### src/verilog/pwmds_pkg.sv
// package: constants and types of the pwm demand scaler
`default_nettype none
package pwmds_pkg;
  // ==========================================================
  // number format: percent in units of 0.01 %
  localparam int unsigned           PCT_W        = 14;
  localparam logic signed [15:0]    FULL_SCALE   = 16'sh2710;  // 100.00 %
  // ==========================================================
  // setting limits and defaults
  localparam logic [13:0] DUTY_CAL_LO   = 14'h01F4;  // 5 %
  localparam logic [13:0] DUTY_CAL_HI   = 14'h251C;  // 95 %
  localparam logic [13:0] MIN_PT_DFLT   = 14'h03E8;  // 10 %
  localparam logic [13:0] MAX_PT_DFLT   = 14'h2328;  // 90 %
  localparam logic signed [15:0] OFS_LO = -16'sh07D0; // -20 %
  localparam logic signed [15:0] OFS_HI = 16'sh07D0;  // +20 %
  localparam logic [13:0] DEM_MIN_DFLT  = 14'h0000;  // 0 %
  localparam logic [13:0] DEM_MAX_DFLT  = 14'h2710;  // 100 %
  localparam logic [13:0] LO_THR_LO     = 14'h00C8;  // 2 %
  localparam logic [13:0] LO_THR_HI     = 14'h1388;  // 50 %
  localparam logic [13:0] HI_THR_LO     = 14'h1388;  // 50 %
  localparam logic [13:0] HI_THR_HI     = 14'h2648;  // 98 %
  localparam logic [4:0]  FC_LO         = 5'h01;     // 1 Hz
  localparam logic [4:0]  FC_HI         = 5'h14;     // 20 Hz
  localparam logic [4:0]  FC_DFLT       = 5'h14;     // 20 Hz
  // ==========================================================
  // filter timing: one update per ms, alpha = fc * 2 pi * dt in q16
  localparam int unsigned CLK_HZ        = 50000000;
  localparam int unsigned FILT_TICK_US  = 1000;
  localparam int unsigned FILT_TICK_CYC = CLK_HZ / 1000000 * FILT_TICK_US;
  localparam logic [15:0] Q_PER_HZ      = 16'h019C;  // 2 pi * 1 ms * 65536
  // ==========================================================
  // configuration bundle
  typedef struct packed {
    logic              filt_en;
    logic [4:0]        cutoff_hz;
    logic [13:0]       duty_min;
    logic [13:0]       duty_max;
    logic signed [15:0] duty_ofs;
    logic [13:0]       dem_min;
    logic [13:0]       dem_max;
    logic [13:0]       thr_lo;
    logic [13:0]       thr_hi;
  } pwmds_cfg_s;
endpackage : pwmds_pkg
`default_nettype wire

### src/verilog/pwmds_top.sv
// module: pwm duty to position demand scaler with faults and filter
`default_nettype none
module pwmds_top (
  input  wire logic                  sys_clk_in,  // 50 MHz
  input  wire logic                  rst_b_in,    // async, active low
  input  wire pwmds_pkg::pwmds_cfg_s cfg_in,      // settings, quasi static
  input  wire logic                  duty_vld_in, // new measured duty, pulse
  input  wire logic [13:0]           duty_in,     // measured duty, 0.01 %
  output logic [13:0]                demand_out,  // position demand, 0.01 %
  output logic                       demand_vld_out, // demand updated, pulse; with filter on it leads demand_out by one cycle
  output logic                       fault_lo_out,   // duty below low threshold
  output logic                       fault_hi_out    // duty above high threshold
);
  // ==========================================================
  // settings clamped to legal ranges
  logic [13:0]        dmin, dmax, dlo, dhi, thl, thh;
  logic signed [15:0] ofs;
  logic [4:0]         fc;
  always_comb begin
    // out-of-range settings are clamped rather than rejected
    dmin = cfg_in.duty_min < pwmds_pkg::DUTY_CAL_LO ? pwmds_pkg::DUTY_CAL_LO :
           cfg_in.duty_min > pwmds_pkg::DUTY_CAL_HI ? pwmds_pkg::DUTY_CAL_HI : cfg_in.duty_min;
    dmax = cfg_in.duty_max < pwmds_pkg::DUTY_CAL_LO ? pwmds_pkg::DUTY_CAL_LO :
           cfg_in.duty_max > pwmds_pkg::DUTY_CAL_HI ? pwmds_pkg::DUTY_CAL_HI : cfg_in.duty_max;
    ofs  = cfg_in.duty_ofs < pwmds_pkg::OFS_LO ? pwmds_pkg::OFS_LO :
           cfg_in.duty_ofs > pwmds_pkg::OFS_HI ? pwmds_pkg::OFS_HI : cfg_in.duty_ofs;
    dlo  = cfg_in.dem_min > pwmds_pkg::DEM_MAX_DFLT ? pwmds_pkg::DEM_MAX_DFLT : cfg_in.dem_min;
    dhi  = cfg_in.dem_max > pwmds_pkg::DEM_MAX_DFLT ? pwmds_pkg::DEM_MAX_DFLT : cfg_in.dem_max;
    thl  = cfg_in.thr_lo < pwmds_pkg::LO_THR_LO ? pwmds_pkg::LO_THR_LO :
           cfg_in.thr_lo > pwmds_pkg::LO_THR_HI ? pwmds_pkg::LO_THR_HI : cfg_in.thr_lo;
    thh  = cfg_in.thr_hi < pwmds_pkg::HI_THR_LO ? pwmds_pkg::HI_THR_LO :
           cfg_in.thr_hi > pwmds_pkg::HI_THR_HI ? pwmds_pkg::HI_THR_HI : cfg_in.thr_hi;
    fc   = cfg_in.cutoff_hz < pwmds_pkg::FC_LO ? pwmds_pkg::FC_LO :
           cfg_in.cutoff_hz > pwmds_pkg::FC_HI ? pwmds_pkg::FC_HI : cfg_in.cutoff_hz;
  end

  // ==========================================================
  // stage 1: offset, faults
  logic               s1_vld_q, s1_vld_d;
  logic signed [15:0] corr_q, corr_d;
  logic               flo_q, flo_d, fhi_q, fhi_d;
  // strobe, corrected duty and fault levels; faults hold between samples
  always_comb begin
    s1_vld_d = duty_vld_in;
    corr_d   = corr_q;
    flo_d    = flo_q;
    fhi_d    = fhi_q;
    if (duty_vld_in) begin
      // offset corrected duty, floored at zero
      corr_d = $signed({2'b00, duty_in}) + ofs;
      if (corr_d < 16'sh0000) corr_d = 16'sh0000;
      // faults watch the measured duty, not the corrected one
      flo_d = duty_in < thl;
      fhi_d = duty_in > thh;
    end
  end
  // stage 1 registers; faults read clear while in reset
  always_ff @(posedge sys_clk_in or negedge rst_b_in) begin
    if (!rst_b_in) begin
      s1_vld_q <= 1'b0;
      corr_q   <= 16'sh0000;
      flo_q    <= 1'b0;
      fhi_q    <= 1'b0;
    end else begin
      s1_vld_q <= s1_vld_d;
      corr_q   <= corr_d;
      flo_q    <= flo_d;
      fhi_q    <= fhi_d;
    end
  end

  // ==========================================================
  // stage 2: linear interpolation, works both ways round
  logic               s2_vld_q, s2_vld_d;
  logic [13:0]        scl_q, scl_d;
  logic signed [17:0] dx, span, dy;
  logic signed [35:0] prod;
  logic signed [35:0] yv;
  // next scaled demand, taken one edge after stage 1
  always_comb begin
    dx   = 18'(corr_q) - 18'($signed({4'h0, dmin}));
    span = 18'($signed({4'h0, dmax})) - 18'($signed({4'h0, dmin}));
    dy   = 18'($signed({4'h0, dhi})) - 18'($signed({4'h0, dlo}));
    prod = dx * dy;
    // equal points give no slope: hold demand at the min value
    yv   = (span == 18'sh00000) ? 36'sh0 : prod / span;
    yv   = yv + 36'($signed({4'h0, dlo}));
    // outside the points the line extends; clamp to 0..100 %
    if (yv < 36'sh0) yv = 36'sh0;
    if (yv > 36'(pwmds_pkg::FULL_SCALE)) yv = 36'(pwmds_pkg::FULL_SCALE);
    s2_vld_d = s1_vld_q;
    scl_d    = s1_vld_q ? yv[13:0] : scl_q;
  end
  // stage 2 registers; demand starts at the min-point default
  always_ff @(posedge sys_clk_in or negedge rst_b_in) begin
    if (!rst_b_in) begin
      s2_vld_q <= 1'b0;
      scl_q    <= pwmds_pkg::DEM_MIN_DFLT;
    end else begin
      s2_vld_q <= s2_vld_d;
      scl_q    <= scl_d;
    end
  end

  // ==========================================================
  // 1 ms tick for the filter, fixed sample rate keeps alpha exact
  logic [15:0] tick_cnt_q, tick_cnt_d;
  logic        tick;
  // wrap the divider and raise the one-cycle tick
  always_comb begin
    tick       = tick_cnt_q == 16'(pwmds_pkg::FILT_TICK_CYC - 1);
    tick_cnt_d = tick ? 16'h0000 : tick_cnt_q + 16'h0001;
  end
  // divider counter runs free, filter enabled or not
  always_ff @(posedge sys_clk_in or negedge rst_b_in) begin
    if (!rst_b_in) tick_cnt_q <= 16'h0000;
    else           tick_cnt_q <= tick_cnt_d;
  end

  // ==========================================================
  // first-order low-pass, state in q16 fraction below 0.01 %
  logic [29:0]        filt_q, filt_d;
  logic signed [31:0] err;
  logic [15:0]        alpha;
  logic signed [48:0] step;
  logic [13:0]        dem_q, dem_d;
  logic               dvld_q, dvld_d;
  // filter step on each tick, or bypass straight from the scaler
  always_comb begin
    alpha  = 16'(fc * pwmds_pkg::Q_PER_HZ);
    err    = $signed({2'b00, scl_q, 16'h0000}) - $signed({2'b00, filt_q});
    step   = (err * $signed({1'b0, alpha})) >>> 16;
    filt_d = filt_q;
    if (!cfg_in.filt_en) begin
      // bypass keeps the state tracking so enabling causes no jump
      filt_d = {scl_q, 16'h0000};
    end else if (tick) begin
      filt_d = 30'($signed({2'b00, filt_q}) + step);
    end
    dem_d  = cfg_in.filt_en ? filt_q[29:16] : scl_q;
    dvld_d = cfg_in.filt_en ? tick : s2_vld_q;
  end
  // filter state and output registers
  always_ff @(posedge sys_clk_in or negedge rst_b_in) begin
    if (!rst_b_in) begin
      filt_q <= 30'h0;
      dem_q  <= 14'h0000;
      dvld_q <= 1'b0;
    end else begin
      filt_q <= filt_d;
      dem_q  <= dem_d;
      dvld_q <= dvld_d;
    end
  end

  // outputs come straight from registers, no logic after them
  assign demand_out     = dem_q;
  assign demand_vld_out = dvld_q;
  assign fault_lo_out   = flo_q;
  assign fault_hi_out   = fhi_q;

  // ==========================================================
  // checks
  // fault levels: set from the measured duty, held between samples
  chk_low_fault: assert property (@(posedge sys_clk_in) disable iff (!rst_b_in)
    duty_vld_in |=> (fault_lo_out == ($past(duty_in) < $past(thl))))
    else $error("low fault wrong");
  chk_high_fault: assert property (@(posedge sys_clk_in) disable iff (!rst_b_in)
    duty_vld_in |=> (fault_hi_out == ($past(duty_in) > $past(thh))))
    else $error("high fault wrong");
  chk_fault_hold: assert property (@(posedge sys_clk_in) disable iff (!rst_b_in)
    !duty_vld_in |=> ($stable(fault_lo_out) && $stable(fault_hi_out)))
    else $error("fault changed without a sample");
  // bypass path: demand and strobe follow the scaled value
  chk_bypass_path: assert property (@(posedge sys_clk_in) disable iff (!rst_b_in)
    (!cfg_in.filt_en && $past(!cfg_in.filt_en)) |-> ##1 (demand_out == $past(scl_q)))
    else $error("bypass demand wrong");
  chk_bypass_strobe: assert property (@(posedge sys_clk_in) disable iff (!rst_b_in)
    (duty_vld_in && !cfg_in.filt_en) ##1 !cfg_in.filt_en ##1 !cfg_in.filt_en |=> demand_vld_out)
    else $error("bypass strobe missing");
  chk_demand_hold: assert property (@(posedge sys_clk_in) disable iff (!rst_b_in)
    (!demand_vld_out && !$past(cfg_in.filt_en) && !$past(cfg_in.filt_en, 2)) |-> $stable(demand_out))
    else $error("demand moved without a strobe");
  // scaling: range, the two calibration points and the offset
  chk_demand_range: assert property (@(posedge sys_clk_in) disable iff (!rst_b_in)
    demand_out <= pwmds_pkg::DEM_MAX_DFLT)
    else $error("demand over full scale");
  chk_min_point: assert property (@(posedge sys_clk_in) disable iff (!rst_b_in)
    (s1_vld_q && corr_q == $signed({2'b00, dmin})) |=> (scl_q == $past(dlo)))
    else $error("demand at min point wrong");
  chk_max_point: assert property (@(posedge sys_clk_in) disable iff (!rst_b_in)
    (s1_vld_q && dmin != dmax && corr_q == $signed({2'b00, dmax})) |=> (scl_q == $past(dhi)))
    else $error("demand at max point wrong");
  chk_offset_add: assert property (@(posedge sys_clk_in) disable iff (!rst_b_in)
    (duty_vld_in && duty_in > 14'h07D0) |=> (corr_q == $signed({2'b00, $past(duty_in)}) + $past(ofs)))
    else $error("offset not added");
  // settings: clamped copies stay inside their ranges
  chk_cal_clamp: assert property (@(posedge sys_clk_in) disable iff (!rst_b_in)
    dmin >= pwmds_pkg::DUTY_CAL_LO && dmin <= pwmds_pkg::DUTY_CAL_HI &&
    dmax >= pwmds_pkg::DUTY_CAL_LO && dmax <= pwmds_pkg::DUTY_CAL_HI)
    else $error("calibration point out of range");
  chk_cutoff_range: assert property (@(posedge sys_clk_in) disable iff (!rst_b_in)
    fc >= pwmds_pkg::FC_LO && fc <= pwmds_pkg::FC_HI)
    else $error("cut-off out of range");
  chk_low_thr_range: assert property (@(posedge sys_clk_in) disable iff (!rst_b_in)
    thl >= pwmds_pkg::LO_THR_LO && thl <= pwmds_pkg::LO_THR_HI)
    else $error("low threshold out of range");
  chk_high_thr_range: assert property (@(posedge sys_clk_in) disable iff (!rst_b_in)
    thh >= pwmds_pkg::HI_THR_LO && thh <= pwmds_pkg::HI_THR_HI)
    else $error("high threshold out of range");
  // timing: the filter samples at a fixed slow rate
  chk_tick_rate: assert property (@(posedge sys_clk_in) disable iff (!rst_b_in)
    tick |=> !tick [*8])
    else $error("filter tick too fast");
endmodule : pwmds_top
`default_nettype wire

### config.mk
export PLATFORM = sky130hd
export DESIGN_NAME = pwmds_top
export DESIGN_NICKNAME = d
export VERILOG_FILES = /design/src/verilog/pwmds_pkg.sv /design/src/verilog/pwmds_top.sv
export SDC_FILE = /design/constraint.sdc
export NUM_CORES = 2
export LEC_CHECK = 0
export ABC_AREA = 1
export BUFFER_PORTS_ARGS = -buffer_cell sky130_fd_sc_hd__buf_2
export CORE_ASPECT_RATIO = 0.5
export CORE_MARGIN = 10
export CORE_UTILIZATION = 65
export DETAILED_ROUTE_END_ITERATION = 16
export PLACE_DENSITY = 0.87
export SLEW_MARGIN = 10
export SYNTH_ARGS = -nofsm -noshare
export SYNTH_HDL_FRONTEND = slang
export SYNTH_SLANG_ARGS = --single-unit
### constraint.sdc
create_clock -name sys_clk_in -period 114.4 [get_ports sys_clk_in]
set_clock_uncertainty 0.2 [all_clocks]
set_input_delay 5.72 -clock sys_clk_in [delete_from_list [all_inputs] [get_ports sys_clk_in]]
set_output_delay 5.72 -clock sys_clk_in [all_outputs]
set_load 0.02 [all_outputs]
* After elaboration in Yosys (flattened, before gate mapping)
Cells that the tools add are included.
Storage, ports and cells: logic and storage cells 67, output and inout bits 17, bits in registers 95
Cells by class: div/mod/pow operators 1, equality and inequality tests 2, add/sub/neg operators 8, magnitude comparators 19, reduce and logical (&&, ||, !) cells 1, muxes and demuxes 23, multiply operators 3
Operators by type and width (count):
- $mux W14 | 12
- $mux W36 | 2
- $gt A14 B14 Y1 const B | 5
- $mux W16 | 4
- $mux W30 | 2
- $mul A31 B13 Y44 | 1
- $add A36 B15 Y36 | 1
- $div A36 B36 Y36 | 1
- $gt A36 B15 Y1 const B | 1
- $lt A36 B1 Y1 const B | 1
- $mul A17 B15 Y32 | 1
- $sub A30 B30 Y31 | 1
- $add A30 B30 Y30 | 1
- $sub A14 B14 Y15 | 2
- $lt A14 B9 Y1 const B | 2
- $logic_not A18 Y1 | 1
- $sub A16 B15 Y17 | 1
- $add A15 B16 Y16 | 1
- $add A16 B1 Y16 const B | 1
- $eq A16 B16 Y1 const B | 1
- $gt A16 B12 Y1 const B | 1
- $lt A16 B1 Y1 const B | 1
- $lt A16 B12 Y1 const B | 1
- $gt A14 B13 Y1 const B | 1
- other kinds (10) | 11

* Depth between registers and ports, before layout
word-level depth 12, depth in mapped cells 812, gate-level depth less buffers 798

* Worst setup path before layout
Ideal clock, no wire load.
path kind input-to-reg, from input cfg_in[86] (netlist bit), to register scl_q[10], required time 114070 ps, cell stages on the path 780, setup slack 12797 ps, arrival 101274 ps, cells stage by stage o2111a_1 -> o41ai_1 -> nand3_1 -> nand2_1 -> inv_1 -> nor2_1 -> ha_1 -> inv_1 -> fa_1 -> a21o_1 -> a21oi_1 -> inv_1 -> nand2_1 -> nand2_1 -> a21oi_1 -> or2_2 -> nand2_1 -> a21oi_1 -> [... 744 more ...] -> a21oi_1 -> nor2_1 -> nor2_1 -> inv_1 -> nand3_1 -> nor2_1 -> nand2_1 -> nor4_1 -> nand4_1 -> xor2_1 -> inv_1 -> o21ai_0 -> nand4_1 -> nor2_1 -> nand3_1 -> nand2_2 -> buf_8 -> a22oi_1
Between the ends: longest elaborated chain between the ends 12, elaborated cells between the ends (all ways) 15
Ends and longest elaborated chain:
- start: declaration | RTL line pwmds_top.sv:6 | input wire pwmds_pkg::pwmds_cfg_s cfg_in,
- $gt A14 B14 Y1 | RTL line pwmds_top.sv:22 | cfg_in.duty_min > pwmds_pkg::DUTY_CAL_HI ? pwmds_pkg::DUTY_CAL_HI : cfg_in.duty_min;
- $mux W14 | RTL line pwmds_top.sv:22
- $mux W14 * | RTL line pwmds_top.sv:21 | dmin = cfg_in.duty_min < pwmds_pkg::DUTY_CAL_LO ? pwmds_pkg::DUTY_CAL_LO :
- $sub A16 B15 Y17 | RTL line pwmds_top.sv:81 | dx = 18'(corr_q) - 18'($signed({4'h0, dmin}));
- $mul A17 B15 Y32 | RTL line pwmds_top.sv:84 | prod = dx * dy;
- $div A36 B36 Y36 | RTL line pwmds_top.sv:86 | yv = (span == 18'sh00000) ? 36'sh0 : prod / span;
- $mux W36 * | RTL line pwmds_top.sv:86
- $add A36 B15 Y36 * | RTL line pwmds_top.sv:87 | yv = yv + 36'($signed({4'h0, dlo}));
- $lt A36 B1 Y1 | RTL line pwmds_top.sv:89 | if (yv < 36'sh0) yv = 36'sh0;
- $mux W36 * | RTL line pwmds_top.sv:89
- $gt A36 B15 Y1 | RTL line pwmds_top.sv:90 | if (yv > 36'(pwmds_pkg::FULL_SCALE)) yv = 36'(pwmds_pkg::FULL_SCALE);
- $mux W14 * | RTL line pwmds_top.sv:90
- end signal: assignment | RTL line pwmds_top.sv:98 | scl_q <= pwmds_pkg::DEM_MIN_DFLT;
- end signal: assignment | RTL line pwmds_top.sv:101 | scl_q <= scl_d;
- end: declaration | RTL line pwmds_top.sv:75 | logic [13:0] scl_q, scl_d;
Every way passes the cells marked *; elsewhere a longest branch is shown, timed or not. A chain may end at the register's enable or synchronous reset.

==> metrics.txt <==
Worst Hold Launch=tick_cnt_q[0]; final WL=210600 um; post-synthesis area per instance=6.481 um2; Wirelength per Cell=16.77 um; fmax=a little over 9 MHz; Least-Margin Pin Slew=about 1.3 ns; total standard cell area after synthesis=approximately 69000 um2; Hold Buf Count CTS=0; initial antenna violation count=10; first-pass GRT wire length=roughly 330000 um; count leader, synth=nand2_1; total number of H-tree levels=3; Clk Latency, worst-skew pair=~0.42 ns; vertical die dimension=251.0 um; DRC violations left=0; number of max-cap violations=0; pin count of the biggest net entering global routing=between 70 and 80; CTS clk-pin slew, worst paths=0.09 ns; reg-to-reg startpoint=corr_q[0]; HPWL reported at the end of detailed placement=roughly 170000 um; vias post-DR=roughly 71000; drt first-iter violations=6348; yosys synthesis warning count=0; Total Routing Usage GR=32.73%; startpoint class of the critical path=input port; top-area cell type share of the netlist area=approximately 18%; routability-driven placement congestion ratio=between 1 and 1.5; GRT met3 Usage=6.165%; total number of clock tree sinks=94; via count of the first global-routing pass=around 66000; clock tree from TritonCTS=yes; number of fillers in the final layout=roughly 9000; most common library cells after synthesis=nand2_1 (2589), inv_1 (2106), ha_1 (1014); largest fanout on the critical path=25; clock tree buffer depth=2; post-synthesis cell type with the largest combined area=ha_1; busiest layer in global routing=met2; met1 Use GR=between 40 and 50%; R2R cell count=between 700 and 800; most frequent cell on the critical path=nand2_1; number of clock buffers inserted by TritonCTS=9; Post-synth ARST share=between 90% and 100%; number of flops mapped to enable cells by yosys=0; status=finished clean; area of placed instances=72560 um2; Congestion Overflow GR=0; endpoint arrival time on the critical path=between 100 and 150 ns; critical path's largest stage delay=0.54 ns; Initial Utilization=about 66%; area taken by multi-input logic gates=between 60000 and 70000 um2; capture endpoint of the worst hold path=tick_cnt_q[0]; Die ar.=between 100000 and 150000 um2; cells after synthesis=approximately 11000; Critical-path top delay cell=fa_1; Area Overhead vs Synth=9.145%; port buffer count=139; share of the clock period used by the worst path after layout=93.55%; kind of end point of the critical path=register; global-route met2 utilization=54.05%; hold path depth=1; area of the placeable core=105400 um2; r2r endpoint=scl_q[8]; number of rows in the core area=84; nets@finish=approximately 13000; final number of setup-violating endpoints=0; storage element area=~2400 um2; layout cells sized above 1=between 8 and 9%; Crit Path Category=in -> reg; Vias/cell=roughly 5.6; ports placed on the boundary=140; FF-to-FF setup slack=between 10 and 15 ns; clock root cell=clkbuf_16; sequential-to-total area share from yosys stat=3.392%; remaining number of nets flagged by the antenna check after routing=0; Hold Path Class=reg -> reg; number of hold violations in the final report=0; Min Clock Period, post-route=between 100 and 150 ns; die span in x=between 400 and 500 um; Max-slew headroom=~11%; max-slew violation count=0; library cells used by synthesis=slightly above 90; Finished Cell Area=roughly 76000 um2; most used flip-flop cell after synthesis=dfrtp_1; number of synthesized register bits=between 90 and 100; count of TritonRoute iterations in the first routing pass=9; ranking of synthesized cells by area=ha_1 (18%), fa_1 (17%), nand2_1 (14%), inv_1 (11%), nor2_1 (5.0%); Req. time, crit path=approximately 110 ns
==> per-stage QoR <==
stage / utilization [%] / instances / TNS [ns] / setup WS (ns) / hold slack [ns]
final: 71.81 / 12560 / 0 / 7.376 / 0.2762
after CTS: 69.18 / 12410 / 0 / 0.03157 / 0.2736
after floorplan: - / 10940 / 0 / 12.80 / 0.1745
after detailed placement: 68.83 / 12390 / -27.15 / -1.990 / 0.2539
after global placement: 68.83 / 12390 / 0 / 1.308 / 0.2499
after global routing: 71.80 / 12560 / -18.54 / -1.369 / 0.2998
==> flip-flops by register name, summed over array words and instances (netlist names) <==
name / count
fault_lo_out: 1
fault_hi_out: 1
filt_q: 30
corr_q: 15
demand_out: 14
s2_vld_q: 1
s1_vld_q: 1
demand_vld_out: 1
tick_cnt_q: 16
scl_q: 14
==> placed cells by master, fill, tap and decap left out, types with 219 or more instances in the layout <==
| master | n |
|---|---|
| nor2_1 | 875 |
| xnor2_1 | 249 |
| a21oi_1 | 606 |
| ha_1 | 998 |
| inv_1 | 2082 |
| buf_4 | 219 |
| conb_1 | 236 |
| nand2_1 | 2568 |
| o21ai_0 | 410 |
| xor2_1 | 379 |
| fa_1 | 586 |
| nand3_1 | 342 |
==> cell families (layout without fill, tap and decap cells) <==
| group | after synthesis | after routing | share of synthesized area, % |
|---|---|---|---|
| flops | 94 | 94 | 3.392 |
| buf+inv | 2373 | 2565 | 13.22 |
| xor+xnor | 641 | 641 | 8.106 |
| other cells | 2 | 239 | 0.01083 |
| simple gates | 4340 | 4350 | 25.93 |
| compound gates | 1644 | 1644 | 14.00 |
| mux | 7 | 7 | 0.1010 |
| fa+ha+maj | 1601 | 1601 | 35.24 |
==> worst max-delay path, delay by kind of cell <==
| kind | cells | cell delay, ns |
|---|---|---|
| AO/OA/AOI/OAI | 332 | 51.32 |
| buffers and inverters | 149 | 12.62 |
| AND/OR/NAND/NOR | 385 | 38.53 |
| adder cells (fa/ha/maj) | 49 | 16.13 |
| XOR/XNOR | 3 | 0.79 |
==> cell type report <==
type | count | area share [%]
Inverter | 2167 | 10.92
Multi-Input combinational cell | 8479 | 79.70
Clock inverter | 7 | 0.09917
Antenna cell | 3 | 0.009917
Timing Repair inverter | 5 | 0.04793
Tap cell | 1419 | 2.345
Clock buffer | 9 | 0.2975
Sequential cell | 94 | 3.107
Timing Repair Buffer | 377 | 3.474
==> worst max path at each step <==
stage	from	end	slack, ns	depth (start not counted)
floorplan	cfg_in[86]	scl_q[10]	12.80	1175
global placement	cfg_in[87]	scl_q[9]	1.31	1171
detailed placement	cfg_in[87]	scl_q[9]	-1.99	941
CTS	cfg_in[87]	scl_q[9]	0.03	920
global route	cfg_in[55]	scl_q[9]	-1.37	914
finish	cfg_in[87]	scl_q[8]	7.38	918
==> routing by layer <==
layer	vias up	routed length, um
li1	34380	-
met1	32780	86840
met2	3073	94790
met3	546	21940
met4	24	6874
met5	-	164
==> repair_timing <==
item / 4_1_cts / 5_1_grt
buffers inserted: 3 / 136
resized for setup: 12 / 394
cloned: 0 / 16
pin swaps: 1 / 88
endpoints found under the setup margin: 14 / 14
Power is not shown: default switching activity piles up to over one toggle a cycle in this logic, so the estimate is an artifact.
